--- config.mk ---
export PLATFORM = sky130hd
export DESIGN_NAME = next_instruction_address_unit
export DESIGN_NICKNAME = d
export VERILOG_FILES = /design/src/common/next_addr_pkg.sv /design/src/hw/next_instruction_address_unit.sv /design/src/hw/rel_target_adder.sv
export VERILOG_INCLUDE_DIRS = /design/src /design/src/common
export SDC_FILE = /design/constraint.sdc
export NUM_CORES = 1
export LEC_CHECK = 0
export BUFFER_PORTS_ARGS = -buffer_cell sky130_fd_sc_hd__buf_2
export CAP_MARGIN = 20
export CORE_MARGIN = 2
export CORE_UTILIZATION = 58
export CTS_CLUSTER_DIAMETER = 80
export DETAILED_ROUTE_END_ITERATION = 8
export GPL_TIMING_DRIVEN = 0
export PLACE_DENSITY_LB_ADDON = 0.25
export SYNTH_ARGS = -nofsm -noshare
export SYNTH_HDL_FRONTEND = slang
export SYNTH_HIERARCHICAL = 1
export SYNTH_SLANG_ARGS = --single-unit
--- constraint.sdc ---
create_clock -name clk_sys_i -period 5.5 [get_ports clk_sys_i]
set_input_delay 0.825 -clock clk_sys_i [delete_from_list [all_inputs] [get_ports clk_sys_i]]
set_output_delay 0.825 -clock clk_sys_i [all_outputs]
set_load 0.02 [all_outputs]
--- src/common/next_addr_consts.svh ---
`ifndef NEXT_ADDR_CONSTS_SVH
`define NEXT_ADDR_CONSTS_SVH
`define RESET_VEC_LO_ADDR 16'h0000
`define RESET_VEC_HI_ADDR 16'h0001
`define TABLE_BASE_ADDR 16'h0040
`define TABLE_IDX_LSB 1
`define TABLE_IDX_MSB 5
`define DISP_SIGN_BIT 7
`define PC_RESET_VALUE 16'h0000
`endif

--- src/common/next_addr_pkg.sv ---
package next_addr_pkg;
  typedef enum logic [2:0] {
    OP_SEQ = 3'b000,
    OP_REL = 3'b001,
    OP_ABS = 3'b010,
    OP_TABLE = 3'b011,
    OP_PAIR = 3'b100
  } op_class_e;
  typedef enum logic [1:0] {
    ST_VEC_LO = 2'b00,
    ST_VEC_HI = 2'b01,
    ST_RUN = 2'b10,
    ST_TBL_HI = 2'b11
  } seq_state_e;
endpackage

--- src/hw/next_instruction_address_unit.sv ---
// Function
// RL1 - sequential: add instruction byte length
// RL2 - relative: displacement plus next instruction address
// RL3 - displacement signed, bit 7 sign-extended
// RL4 - relative form for jump and taken branches
// RL5 - absolute call/jump loads 16-bit target
// RL6 - table call: index bits 1-5, table 40h-7fh
// RL7 - pair jump copies accumulator pair
// RL8 - reset loads vector from 0000h/0001h
// RL9 - 16-bit register holds next address
// RL10 - table entry low byte even; wrap
`include "next_addr_consts.svh"
module next_instruction_address_unit
  import next_addr_pkg::*;
(
  input wire logic clk_sys_i,
  input wire logic rst_i,
  input wire logic clk_en_i,
  input wire logic instr_valid_i,
  input wire op_class_e op_class_i,
  input wire logic branch_taken_i,
  input wire logic [2:0] instr_length_i,
  input wire logic [7:0] jump_displacement_i,
  input wire logic [15:0] absolute_target_i,
  input wire logic [7:0] opcode_i,
  input wire logic [15:0] accumulator_pair_i,
  input wire logic [7:0] mem_rdata_i,
  output logic [15:0] program_counter_o,
  output logic [15:0] mem_addr_o,
  output logic mem_rd_o,
  output logic pc_ready_o
);

  ////////////////////////////////////////////////////////////////
  seq_state_e state, next_state;
  logic [15:0] program_counter, next_program_counter;
  logic [15:0] mem_addr, next_mem_addr;
  logic mem_rd, next_mem_rd;
  logic pc_ready, next_pc_ready;
  logic [7:0] low_byte, next_low_byte;
  logic [15:0] follow_addr;
  logic [15:0] rel_target;
  logic [4:0] table_index;

  // address of the instruction after the current one
  assign follow_addr = program_counter + {13'h0000, instr_length_i}; // [RL1]
  assign table_index = opcode_i[`TABLE_IDX_MSB:`TABLE_IDX_LSB]; // [RL6]

  rel_target_adder u_rel (
    .follow_addr_i(follow_addr),
    .jump_displacement_i(jump_displacement_i),
    .target_o(rel_target)
  );

  ////////////////////////////////////////////////////////////////
  // next-value logic: vector fetch, table fetch, pc update
  always_comb begin
    next_state = state;
    next_program_counter = program_counter;
    next_mem_addr = mem_addr;
    next_mem_rd = 1'b0;
    next_low_byte = low_byte;
    case (state)
      ST_VEC_LO: begin
        next_low_byte = mem_rdata_i;
        next_mem_addr = `RESET_VEC_HI_ADDR; // [RL8]
        next_mem_rd = 1'b1;
        next_state = ST_VEC_HI;
      end
      ST_VEC_HI: begin
        next_program_counter = {mem_rdata_i, low_byte}; // [RL8]
        next_state = ST_RUN;
      end
      ST_RUN: begin
        if (instr_valid_i) begin
          case (op_class_i)
            OP_REL: begin
              if (branch_taken_i) begin
                next_program_counter = rel_target; // [RL4]
              end else begin
                next_program_counter = follow_addr; // [RL1]
              end
            end
            OP_ABS: next_program_counter = absolute_target_i; // [RL5]
            OP_TABLE: begin
              // low byte first at even address
              next_mem_addr = `TABLE_BASE_ADDR + {10'h000, table_index, 1'b0}; // [RL10]
              next_mem_rd = 1'b1;
              next_state = ST_TBL_HI;
            end
            OP_PAIR: next_program_counter = accumulator_pair_i; // [RL7]
            default: next_program_counter = follow_addr; // [RL1]
          endcase
        end
      end
      ST_TBL_HI: begin
        if (mem_addr[0] == 1'b0) begin
          // low byte arriving, fetch the odd one
          next_low_byte = mem_rdata_i;
          next_mem_addr = mem_addr + 16'h0001; // [RL10]
          next_mem_rd = 1'b1;
        end else begin
          next_program_counter = {mem_rdata_i, low_byte}; // [RL6]
          next_state = ST_RUN;
        end
      end
      default: next_state = ST_VEC_LO;
    endcase
    // ready flag registered so the output comes from a flop
    next_pc_ready = (next_state == ST_RUN) ? 1'b1 : 1'b0;
  end

  ////////////////////////////////////////////////////////////////
  // registers, frozen while clock enable is low
  always_ff @(posedge clk_sys_i or posedge rst_i) begin
    if (rst_i) begin
      state <= ST_VEC_LO;
      program_counter <= `PC_RESET_VALUE; // [RL9]
      mem_addr <= `RESET_VEC_LO_ADDR; // [RL8]
      mem_rd <= 1'b1;
      low_byte <= 8'h00;
      pc_ready <= 1'b0;
    end else if (clk_en_i) begin
      pc_ready <= next_pc_ready;
      state <= next_state;
      program_counter <= next_program_counter; // [RL9]
      mem_addr <= next_mem_addr;
      mem_rd <= next_mem_rd;
      low_byte <= next_low_byte;
    end
  end

  // outputs straight from flip-flops
  assign program_counter_o = program_counter;
  assign mem_addr_o = mem_addr;
  assign mem_rd_o = mem_rd;
  assign pc_ready_o = pc_ready;
endmodule

--- src/hw/rel_target_adder.sv ---
`include "next_addr_consts.svh"
module rel_target_adder
  import next_addr_pkg::*;
(
  input wire logic [15:0] follow_addr_i,
  input wire logic [7:0] jump_displacement_i,
  output logic [15:0] target_o
);
  logic [15:0] disp_ext;
  // sign-extend displacement, sum wraps at 16 bits
  always_comb begin
    disp_ext = {{8{jump_displacement_i[`DISP_SIGN_BIT]}}, jump_displacement_i}; // [RL3]
    target_o = follow_addr_i + disp_ext; // [RL2] [RL10]
  end
endmodule

== Yosys cells after proc, flatten, opt, wreduce, memory -nomap -nowiden ==
Cells that the tools add are included.
Storage, ports and cells
  register bits: 44
  input bits: 67
  output and inout bits: 34
  word-level logic and storage cells: 52
Cells by class
  add/sub/neg operators: 4
  equality and inequality tests: 13
  muxes and demuxes: 20
  reduce and logical (&&, ||, !) cells: 8
Operator list (number)
  16-bit 2-to-1 mux: 6
  16-bit one-hot mux with 3 select lines: 2
  16-bit one-hot mux with 4 select lines: 1
  16-bit by 1-bit adder with 16-bit output (second input constant): 1
  16-bit adder: 1
  16-bit by 3-bit adder with 16-bit output: 1
  8-bit one-hot mux with 2 select lines: 1
  5-bit AND reduction: 2
  7-bit by 6-bit adder with 8-bit output (first input constant): 1
  8-bit 2-to-1 mux: 1
  2-bit != test (second input constant): 4
  2-bit one-hot mux with 4 select lines: 1
  2-bit == test (second input constant): 3
  3-bit by 2-bit == test with 1-bit output (second input constant): 2
  2-bit 2-to-1 mux: 3
  3-bit nonzero test: 2
  1-bit 2-to-1 mux: 4
  4-bit AND reduction: 1
  3-bit by 1-bit == test with 1-bit output (second input constant): 1
  3-bit == test (second input constant): 1
  1-bit one-hot mux with 3 select lines: 1
  3-bit AND reduction: 1
  2-bit by 1-bit == test with 1-bit output (second input constant): 1
  2-bit zero test: 1
  other kinds (2): 2

== Logic depth before layout (Yosys ltp) ==
Gate-level depths: netlist of run 1.
  depth in word-level cells: 6
  gate-level depth with buffers: 18
  depth with buffers taken out: 17

== Hierarchy ==
Netlist of run 1, hierarchy kept.
By module, submodules not included
  next_instruction_address_unit: instances 1, cells an instance 307, area an instance 2850.2 um^2, seq. area each 1102.3 um^2
  rel_target_adder: instances 1, cells an instance 104, area an instance 805.8 um^2, seq. area each 0.0 um^2

== Least setup slack after synthesis of run 1 ==
No wires, ideal clock.
  path type: input to register
  from: input instr_length_i[0]
  to: register program_counter[15], in the netlist program_counter_o[15]
  setup time: 0.127 ns
  arrival time: 3.778 ns
  setup slack: 1.595 ns
  cell stages on the path: 18
  buffers on the path: 1
  path through: ha_1 inv_1 fa_1 nor2b_1 o2111a_1 nand3_1 xnor2_1 ha_1 buf_2 a221o_1 a31oi_1 o21a_1 o21ai_1 xnor2_1 a22oi_1 nand3_1 nor3_1 nor3_1
On the way
  word-level cells in the longest chain between the ends: 6
Ends and longest elaborated chain
  start: declaration: line next_instruction_address_unit.sv:22  | input wire logic [2:0] instr_length_i,
  16-bit by 3-bit adder with 16-bit output: line next_instruction_address_unit.sv:46  | assign follow_addr = program_counter + {13'h0000, instr_length_i};
  named net follow_addr[10]: line next_instruction_address_unit.sv:41  | logic [15:0] follow_addr;
  16-bit adder: line rel_target_adder.sv:13  | target_o = follow_addr_i + disp_ext;
  named net rel_target[15]: line next_instruction_address_unit.sv:42  | logic [15:0] rel_target;
  16-bit 2-to-1 mux: line next_instruction_address_unit.sv:78  | if (branch_taken_i) begin
  16-bit one-hot mux with 4 select lines: line next_instruction_address_unit.sv:76  | case (op_class_i)
  16-bit 2-to-1 mux: line next_instruction_address_unit.sv:75  | if (instr_valid_i) begin
  16-bit one-hot mux with 3 select lines: line next_instruction_address_unit.sv:63  | case (state)
  end signal: assignment: line next_instruction_address_unit.sv:118  | program_counter <= `PC_RESET_VALUE;
  end signal: assignment: line next_instruction_address_unit.sv:126  | program_counter <= next_program_counter;
  end: declaration: line next_instruction_address_unit.sv:36  | logic [15:0] program_counter, next_program_counter;
The timed path passes the listed nets, and every way through them passes these cells. The select of a mux whose other input is x is not followed.
A chain may end at the register's enable or synchronous reset.

== Final worst setup path of run 1 ==
Ends and elaborated chain as after synthesis.

==> out/qor.csv, run 1 <==
stage,metric,value,unit
flow_run,cap_viol_max_count,0,
logic_synthesis,synthFlopType,dfrtp_1,
cells_and_area,num_antenna_cells,0,
timing,slew_headroom,39.5,%
routing,met3_length,720,um
outcome,status,"complete, no violations",
routing,viasPerCell,6.34,
cts,clock_sinks,44,
setup_path,worst-path-max-fanout,10,
timing,fin_skew,0.00576,ns
routing,initialDrtViolationCount,351,
pwr,vdd_drop_max,0.000352,V
cts,post_cts_resize_count,0,
setup_path,crit_type,in2reg,
cts,h-tree-depth,2,
timing,setup_viol,0,
cts,cts_hold_buffers,0,
floorplan,rows,28,
floorplan,die_area,6950,sq um
floorplan,initial_utilization,61.0,%
cells_and_area,area_delta_synth_final,19.2,%
timing,tightest_slew,0.907,ns
cts,clk_pin_slew,0.09,ns
logic_synthesis,synth_seq_cells,44,
cts,postCtsSetupRepairBufs,0,
routing,dr.max_layer_used,met4,
timing,fin_crit_sh,77.4,%
routing,wl_per_cell,17.6,um
cts,clock_latency,0.30,ns
pwr,cellPowerDensity,555,nW/um^2
cells_and_area,layout.nets,608,
routing,drt_wl_total,10.4,mm
placed_design,port_buffers,97,
setup_path,arrival,4.47,ns
logic_synthesis,syn_area,3660,sq um
cells_and_area,drive_gt1_share,29.3,%
setup_path,cp-start-kind,primary input,
global_routing,first_global_vias,3577,
logic_synthesis,synth_edf_count,0,
global_routing,grt_overflow,0,
floorplan,die_height,83.4,um
cts,clockBufferDepth,2,
timing,period_needed,4.26,ns
routing,dr.pass1.iters,5,
worst_hold_path,hp-class,reg2reg,
placed_design,hpwlAfterDp,8.10,mm
floorplan,boundaryPins,101,
setup_path,critPathRequiredTime,5.72,ns
routing,wl_met2,4.93,mm
logic_synthesis,syn_nets,504,
global_routing,antenna_found_initial,0,
timing,hold_violations,0,
placed_design,post-place-cells,583,
floorplan,die_x,83.4,um
logic_synthesis,avgSynthCellArea,8.90,sq um
placed_design,gp_congestion,0.960,
setup_path,cp-end-kind,flip-flop,
floorplan,core-area,5990,sq um
global_routing,grt_pass1_wl,17.1,mm
cts,cts_buffers,5,
cells_and_area,nFillCells,473,
routing,postRouteAntennaNets,0,
global_routing,grt_max_degree,45,
cts,ctsRootBufferMaster,clkbuf_8,
logic_synthesis,synth.distinct_cells,64,
cells_and_area,instances_no_fill,591,
routing,drc_errors,0,
logic_synthesis,async_reset_ff_share,100,%
logic_synthesis,yosysWarnings,6,
cts,cts_tree,yes,
timing,rsz0062_at_grt,false,
logic_synthesis,yosysSeqAreaShare,30.2,%
timing,drv_slew,0,
timing,setup_tns,0,ns
timing,max_freq,235,MHz
logic_synthesis,syn-instance-count,411,
routing,vias,3746,
pwr,cellLeakagePower,2.06,nW
routing,met1Wirelength,4.50,mm
global_routing,track_usage,30.1,%
-- layer usage --
| metal | global-route usage, % | vias up |
|---|---|---|
| met5 | 0 | - |
| met4 | 10.1 | 0 |
| met2 | 49.6 | 190 |
| met3 | 4.08 | 31 |
| met1 | 40.9 | 1776 |
| li1 | - | 1749 |
-- Yosys cell counts, types with 3 or more instances --
| cell | number | area share (%) |
|---|---|---|
| a221o_1 | 4 | 1.1 |
| o211ai_1 | 10 | 2.1 |
| nor3b_1 | 4 | 0.82 |
| nor4_1 | 4 | 0.68 |
| a31oi_1 | 4 | 0.68 |
| a21o_1 | 7 | 1.4 |
| o22ai_1 | 3 | 0.51 |
| nand2_1 | 31 | 3.2 |
| o21ai_0 | 27 | 3.7 |
| a2bb2oi_1 | 3 | 0.72 |
| a22oi_1 | 16 | 3.3 |
| and2_1 | 9 | 1.5 |
| a211oi_1 | 4 | 0.82 |
| and4_1 | 4 | 0.96 |
| mux2_2 | 8 | 2.5 |
| nor2b_1 | 4 | 0.68 |
| o211ai_2 | 3 | 1.0 |
| a22o_1 | 5 | 1.2 |
| buf_2 | 15 | 2.1 |
| nor3_1 | 7 | 0.96 |
| xor2_1 | 10 | 2.4 |
| dfrtp_1 | 43 | 29 |
| xnor2_1 | 17 | 4.1 |
| ha_1 | 24 | 8.2 |
| nor3_2 | 4 | 1.1 |
| nand4_1 | 4 | 0.68 |
| o21ai_1 | 6 | 0.82 |
| nor2_1 | 18 | 1.8 |
| nand3_1 | 11 | 1.5 |
| inv_1 | 13 | 1.3 |
| and3_1 | 4 | 0.68 |
| a21oi_1 | 31 | 4.2 |
| clkbuf_1 | 8 | 0.82 |
| a221oi_1 | 4 | 0.96 |
| mux2i_1 | 3 | 0.82 |
-- sequential cells by signal, summed over array words and instances, names as in the netlist --
name               count
low_byte               8
mem_addr_o            16
mem_rd_o               1
pc_ready_o             1
program_counter_o     16
state                  2
-- critical path, stage by stage --
cell and delay, ns:
buf_2 0.08, ha_1 0.15, inv_1 0.05, fa_1 0.40, nor2b_1 0.22, o2111a_1 0.39
nand3_1 0.19, xnor2_1 0.24, ha_1 0.27, buf_2 0.18, a221o_1 0.30, a31oi_1 0.17
o21a_1 0.14, o21ai_1 0.07, xnor2_1 0.21, o21ai_0 0.12, a21oi_1 0.18, a21oi_1 0.09
nor3_1 0.19
-- cell families (layout without fill, tap and decap cells) --
| family | Yosys count | in the layout | synth area share (%) |
|---|---|---|---|
| AO/OA/AOI/OAI | 147 | 147 | 27.8 |
| XOR/XNOR | 27 | 27 | 6.47 |
| adder cells (fa/ha/maj) | 26 | 26 | 9.31 |
| buffers and inverters | 38 | 143 | 4.83 |
| flip-flops | 44 | 44 | 30.2 |
| multiplexers | 11 | 11 | 3.29 |
| AND/OR/NAND/NOR | 118 | 118 | 18.1 |
-- report_power, final --
group	internal, mW	switching, mW	total, mW
Combinational	0.622	0.943	1.57
Sequential	0.444	0.141	0.585
Clock	0.149	0.119	0.267
Total	1.22	1.20	2.42
-- path summary, 6_finish.rpt --
path / start / endpoint / slack, ns / cells after the start
max: instr_length_i[0] / program_counter_o[15] / 1.24 / 19
min: mem_rd_o / mem_rd_o / 0.48 / 2
max reg2reg: program_counter_o[0] / program_counter_o[15] / 1.44 / 18
min reg2reg: mem_rd_o / mem_rd_o / 0.48 / 2
max in group asynchronous: rst_i / low_byte[4] / 4.22 / 2
min in group asynchronous: rst_i / program_counter_o[2] / 0.71 / 2
-- area by class of cell --
class | count | area, sq um | share of cell area (%)
plain buffers | 25 | 128 | 2.93
flip-flops and latches | 44 | 1100 | 25.3
clock buffers | 6 | 82.6 | 1.90
repair buffers | 97 | 485 | 11.1
well taps | 75 | 93.8 | 2.15
clock inverters | 2 | 38.8 | 0.890
multi-input cells | 329 | 2380 | 54.6
inverters | 13 | 48.8 | 1.12
-- metrics by stage --
step	power [mW]	cell area [sq um]	hold slack [ns]	utilization, %	setup slack [ns]
6_report	2.42	4360	0.476	72.7	1.24
5_1_grt	2.59	4360	0.502	72.7	0.978
4_1_cts	2.38	4360	0.478	72.7	1.33
3_5_place_dp	2.11	4240	0.466	70.7	1.03
3_3_place_gp	2.05	4240	0.456	70.7	1.15
2_1_floorplan	1.70	3660	0.471	-	1.60
-- cells in the final DEF (no fill, tap or decap), drive strengths merged, types with 6 or more instances in the layout --
cell type and n:
nor3 11, and2 9, o211ai 13, buf 114
xor2 10, a22oi 16, nor2 18, inv 13
a21o 7, o21ai 34, nand2 31, a211oi 6
mux2 8, xnor2 17, nand3 11, clkbuf 14
ha 24, a21oi 32, dfrtp 43
Note: power is estimated with default switching activity, not from simulation.
==> inputs of run 2 (changes only) <==
--- a/config.mk
+++ b/config.mk
@@ -6,10 +6,11 @@
 export SDC_FILE = /design/constraint.sdc
 export NUM_CORES = 1
 export LEC_CHECK = 0
+export ABC_AREA = 1
 export BUFFER_PORTS_ARGS = -buffer_cell sky130_fd_sc_hd__buf_2
 export CAP_MARGIN = 20
 export CORE_MARGIN = 2
-export CORE_UTILIZATION = 58
+export CORE_UTILIZATION = 50
 export CTS_CLUSTER_DIAMETER = 80
 export DETAILED_ROUTE_END_ITERATION = 8
 export GPL_TIMING_DRIVEN = 0
==> constraint.sdc (replaced) <==
create_clock -name clk_sys_i -period 3.55 [get_ports clk_sys_i]
set_input_delay 0.5325 -clock clk_sys_i [delete_from_list [all_inputs] [get_ports clk_sys_i]]
set_output_delay 0.5325 -clock clk_sys_i [all_outputs]
set_load 0.02 [all_outputs]
==> run 2 against run 1 <==
  * Register-to-register slack worse by 1.2 ns
  * Sequential power up 60%
  * Count of clock-buffer cells in the layout unchanged
  * Cell area up 13%
  * Critical path type is now reg2reg
  * Clock skew up 0.0070 ns
  * Synthesized cell count up 66%
  * Routed wire length up 12%
==> out/qor.csv, run 2 <==
stage,metric,value,unit,change
outcome,status,"complete, no violations",,
logic_synthesis,synthFlopType,dfrtp_1,,
cts,clock_latency,0.30,ns,about the same
routing,drc_errors,0,,unchanged
logic_synthesis,synth_seq_cells,44,,unchanged
global_routing,busiest_layer,met2,,
floorplan,initial_utilization,51.1,%,-10 points
pwr,p_seq_share,25.0,%,+0.8 points
setup_path,cp-end-kind,flip-flop,,
placed_design,hpwlAfterDp,9.48,mm,+17%
setup_path,worst-path-max-fanout,7,,-3
routing,initialDrtViolationCount,452,,+29%
pwr,power_frac_comb,66.1,%,+1.4 points
setup_path,arrival,3.48,ns,-0.99 ns
routing,vias,4643,,+24%
global_routing,antenna_found_initial,0,,unchanged
logic_synthesis,ys_top_cells_by_area,"dfrtp_1 26%, nand2_1 24%, nand3_1 8.4%",,
placed_design,gp_congestion,0.951,,-0.98%
timing,slew_headroom,39.3,%,-0.18 points
setup_path,reg2reg_to,program_counter_o[11],,
timing,tightest_slew,0.910,ns,+0.00263 ns
timing,hold_violations,0,,unchanged
pwr,cellPowerDensity,759,nW/um^2,+37%
global_routing,grt_overflow,0,,unchanged
global_routing,grt_pass1_wl,18.7,mm,+9.2%
global_routing,track_usage,26.0,%,-4.1 points
logic_synthesis,synth.most_common_cell,nand2_1,,
logic_synthesis,synth_area_leader_cell,dfrtp_1,,
timing,max_freq,304,MHz,
global_routing,use_met2,43.3,%,-6.4 points
cts,cts_tree,yes,,
setup_path,r2r_slack,0.26,ns,-1.18 ns
cells_and_area,num_antenna_cells,0,,unchanged
placed_design,port_buffers,97,,unchanged
cts,ctsRootBufferMaster,clkbuf_8,,
setup_path,critPathRequiredTime,3.74,ns,-1.98 ns
logic_synthesis,yosysWarnings,6,,unchanged
worst_hold_path,hp-class,in2async,,
logic_synthesis,synth.distinct_cells,34,,-47%
timing,fin_crit_sh,92.7,%,
cells_and_area,layout.nets,884,,+45%
logic_synthesis,syn_nets,776,,+54%
routing,drt_wl_total,11.7,mm,+12%
pwr,p_int,1.74,mW,+43%
floorplan,rows,33,,+18%
cells_and_area,instances_no_fill,897,,+52%
routing,postRouteAntennaNets,0,,unchanged
global_routing,grt.met3_usage,2.85,%,-1.2 points
floorplan,die_x,95.2,um,+14%
global_routing,grt_max_degree,45,,unchanged
logic_synthesis,avgSynthCellArea,6.08,sq um,-32%
floorplan,die_height,95.2,um,+14%
setup_path,cp-start-kind,flip-flop,,
pwr,p_sw_share,53.7,%,+4.0 points
flow_run,cap_viol_max_count,0,,unchanged
placed_design,post-place-cells,885,,+52%
global_routing,use_met1,37.2,%,-3.7 points
logic_synthesis,yosysSeqAreaShare,26.5,%,-3.6 points
routing,dr.pass1.iters,5,,unchanged
cts,clk_pin_slew,0.09,ns,about the same
cells_and_area,drive_gt1_share,20.7,%,-8.6 points
cts,h-tree-depth,2,,unchanged
floorplan,core-area,8130,sq um,+36%
cts,cts_buffers,5,,unchanged
pwr,cellLeakagePower,2.84,nW,+38%
setup_path,rr_startpoint,program_counter_o[0],,
logic_synthesis,syn-instance-count,683,,+66%
timing,whs,0.422,ns,-0.0545 ns
timing,setup_viol,0,,unchanged
setup_path,worst-r2r-cell-count,22,,+4
logic_synthesis,synth_top_area_share,25.9,%,-3.5 points
logic_synthesis,syn_area,4150,sq um,+14%
floorplan,boundaryPins,101,,unchanged
pwr,vdd_drop_max,0.000513,V,+46%
cts,clockBufferDepth,2,,unchanged
logic_synthesis,synth_edf_count,0,,unchanged
cts,clock_sinks,44,,unchanged
global_routing,first_global_vias,4132,,+16%
timing,period_needed,3.29,ns,
setup_path,crit_type,reg2reg,,
logic_synthesis,synth_common_cells,"264 x nand2_1, 82 x inv_1, 70 x nand3_1",,
cells_and_area,layout_commonest_cell,nand2_1,,
routing,viasPerCell,5.18,,-18%
cells_and_area,most-common-layout-cells,"261 x nand2_1, 104 x buf_2, 81 x inv_1",,
cells_and_area,area_delta_synth_final,18.9,%,
pwr,p_sw,2.01,mW,+67%
timing,drv_slew,0,,unchanged
logic_synthesis,async_reset_ff_share,100,%,unchanged
routing,wl_per_cell,13.1,um,-26%
timing,fin_skew,0.0128,ns,+0.00704 ns
pwr,pwr-share-clk,8.9,%,-2.2 points
floorplan,die_area,9050,sq um,+30%
[run 2: changes by cell type after synthesis, moves of 11 or more]
cell,previous run,this run
a22oi_1,16,0
inv_1,13,82
inv_2,0,11
nand2_1,31,264
nand3_1,11,70
nor2_1,18,59
xnor2_1,17,3
[run 2: kinds of logic (layout without fill, tap and decap cells)]
| family | after synthesis | count (layout) | synth area share (%) |
|---|---|---|---|
| AOI/OAI and AO/OA | 56 | 56 | 7.59 |
| xor gates and xnor gates | 11 | 11 | 2.32 |
| adders and majority gates | 26 | 26 | 8.19 |
| buffers and inverters | 109 | 218 | 10.6 |
| DFF | 44 | 44 | 26.5 |
| and+or+nand+nor | 437 | 437 | 44.8 |
[run 2: repair_timing]
item / in CTS / in global routing
resized for setup: 0 / 10
setup buffers: 0 / 4
endpoints found under the hold margin: 0 / 0
hold buffers: 0 / 0
endpoints found under the setup margin: 0 / 9
[run 2: critical path: stages (launching register included)]
cell and delay (ns):
dfrtp_1 0.39, ha_2 0.19, inv_1 0.05, fa_1 0.39
inv_1 0.07, nand3_1 0.12, nand2_2 0.18, xor2_1 0.29
ha_1 0.34, nand2_1 0.09, nand2_1 0.08, a21oi_2 0.13
nand2_2 0.11, nand2_1 0.10, nand2_1 0.05, nand2_1 0.05
nand2_1 0.08, o21ai_0 0.15, nand2_1 0.07, nand3_1 0.08
nand2_1 0.06, nand2_1 0.06, nand2_1 0.05
[run 2: power groups by stage]
| stage | Combinational (mW) | Sequential [mW] | Clock [mW] |
|---|---|---|---|
| 2_1_floorplan | 1.64 | 1.02 | 0 |
| 3_5_place_dp | 2.38 | 0.937 | 0 |
| 6_report | 2.48 | 0.938 | 0.334 |
| 4_1_cts | 2.39 | 0.929 | 0.337 |
| 3_3_place_gp | 2.31 | 0.928 | 0 |
| 5_1_grt | 2.79 | 0.961 | 0.358 |
[run 2: worst max path at each step]
| stage | endpoint | slack [ns] | depth (start not counted) | start |
|---|---|---|---|---|
| 3_3_place_gp | program_counter_o[15] | 0.04 | 24 | instr_length_i[0] |
| 2_1_floorplan | program_counter_o[14] | 0.47 | 24 | instr_length_i[0] |
| 5_1_grt | program_counter_o[15] | -0.02 | 24 | program_counter_o[0] |
| 3_5_place_dp | program_counter_o[11] | -0.02 | 24 | instr_length_i[0] |
| 4_1_cts | program_counter_o[11] | 0.18 | 23 | program_counter_o[0] |
| 6_report | program_counter_o[11] | 0.26 | 22 | program_counter_o[0] |
[run 2: area by class of cell]
cell class,instances,area (sq um)
clock inverters,2,15.0
well taps,105,131
repair buffers,101,515
inverters,93,349
multi-input cells,530,2650
flip-flops and latches,44,1100
fillers,781,3200
clock buffers,6,82.6
plain buffers,16,91.3
[run 2: per-layer routing]
metal	share of wire (%)	wire length (um)
met1	46	5430
met2	46	5340
met3	7.1	826
met4	1.1	125
met5	0	0
[run 2: metrics by stage]
stage	util [%]	setup TNS [ns]	instance area [sq um]	total power [mW]	worst slack [ns]
after floorplan	-	0	4150	2.67	0.473
after global placement	58.7	0	4770	3.24	0.0384
after detailed placement	58.7	-0.0532	4770	3.32	-0.0234
after CTS	59.9	0	4870	3.66	0.180
after global routing	60.7	-0.0189	4940	4.11	-0.0189
final	60.7	0	4940	3.75	0.260
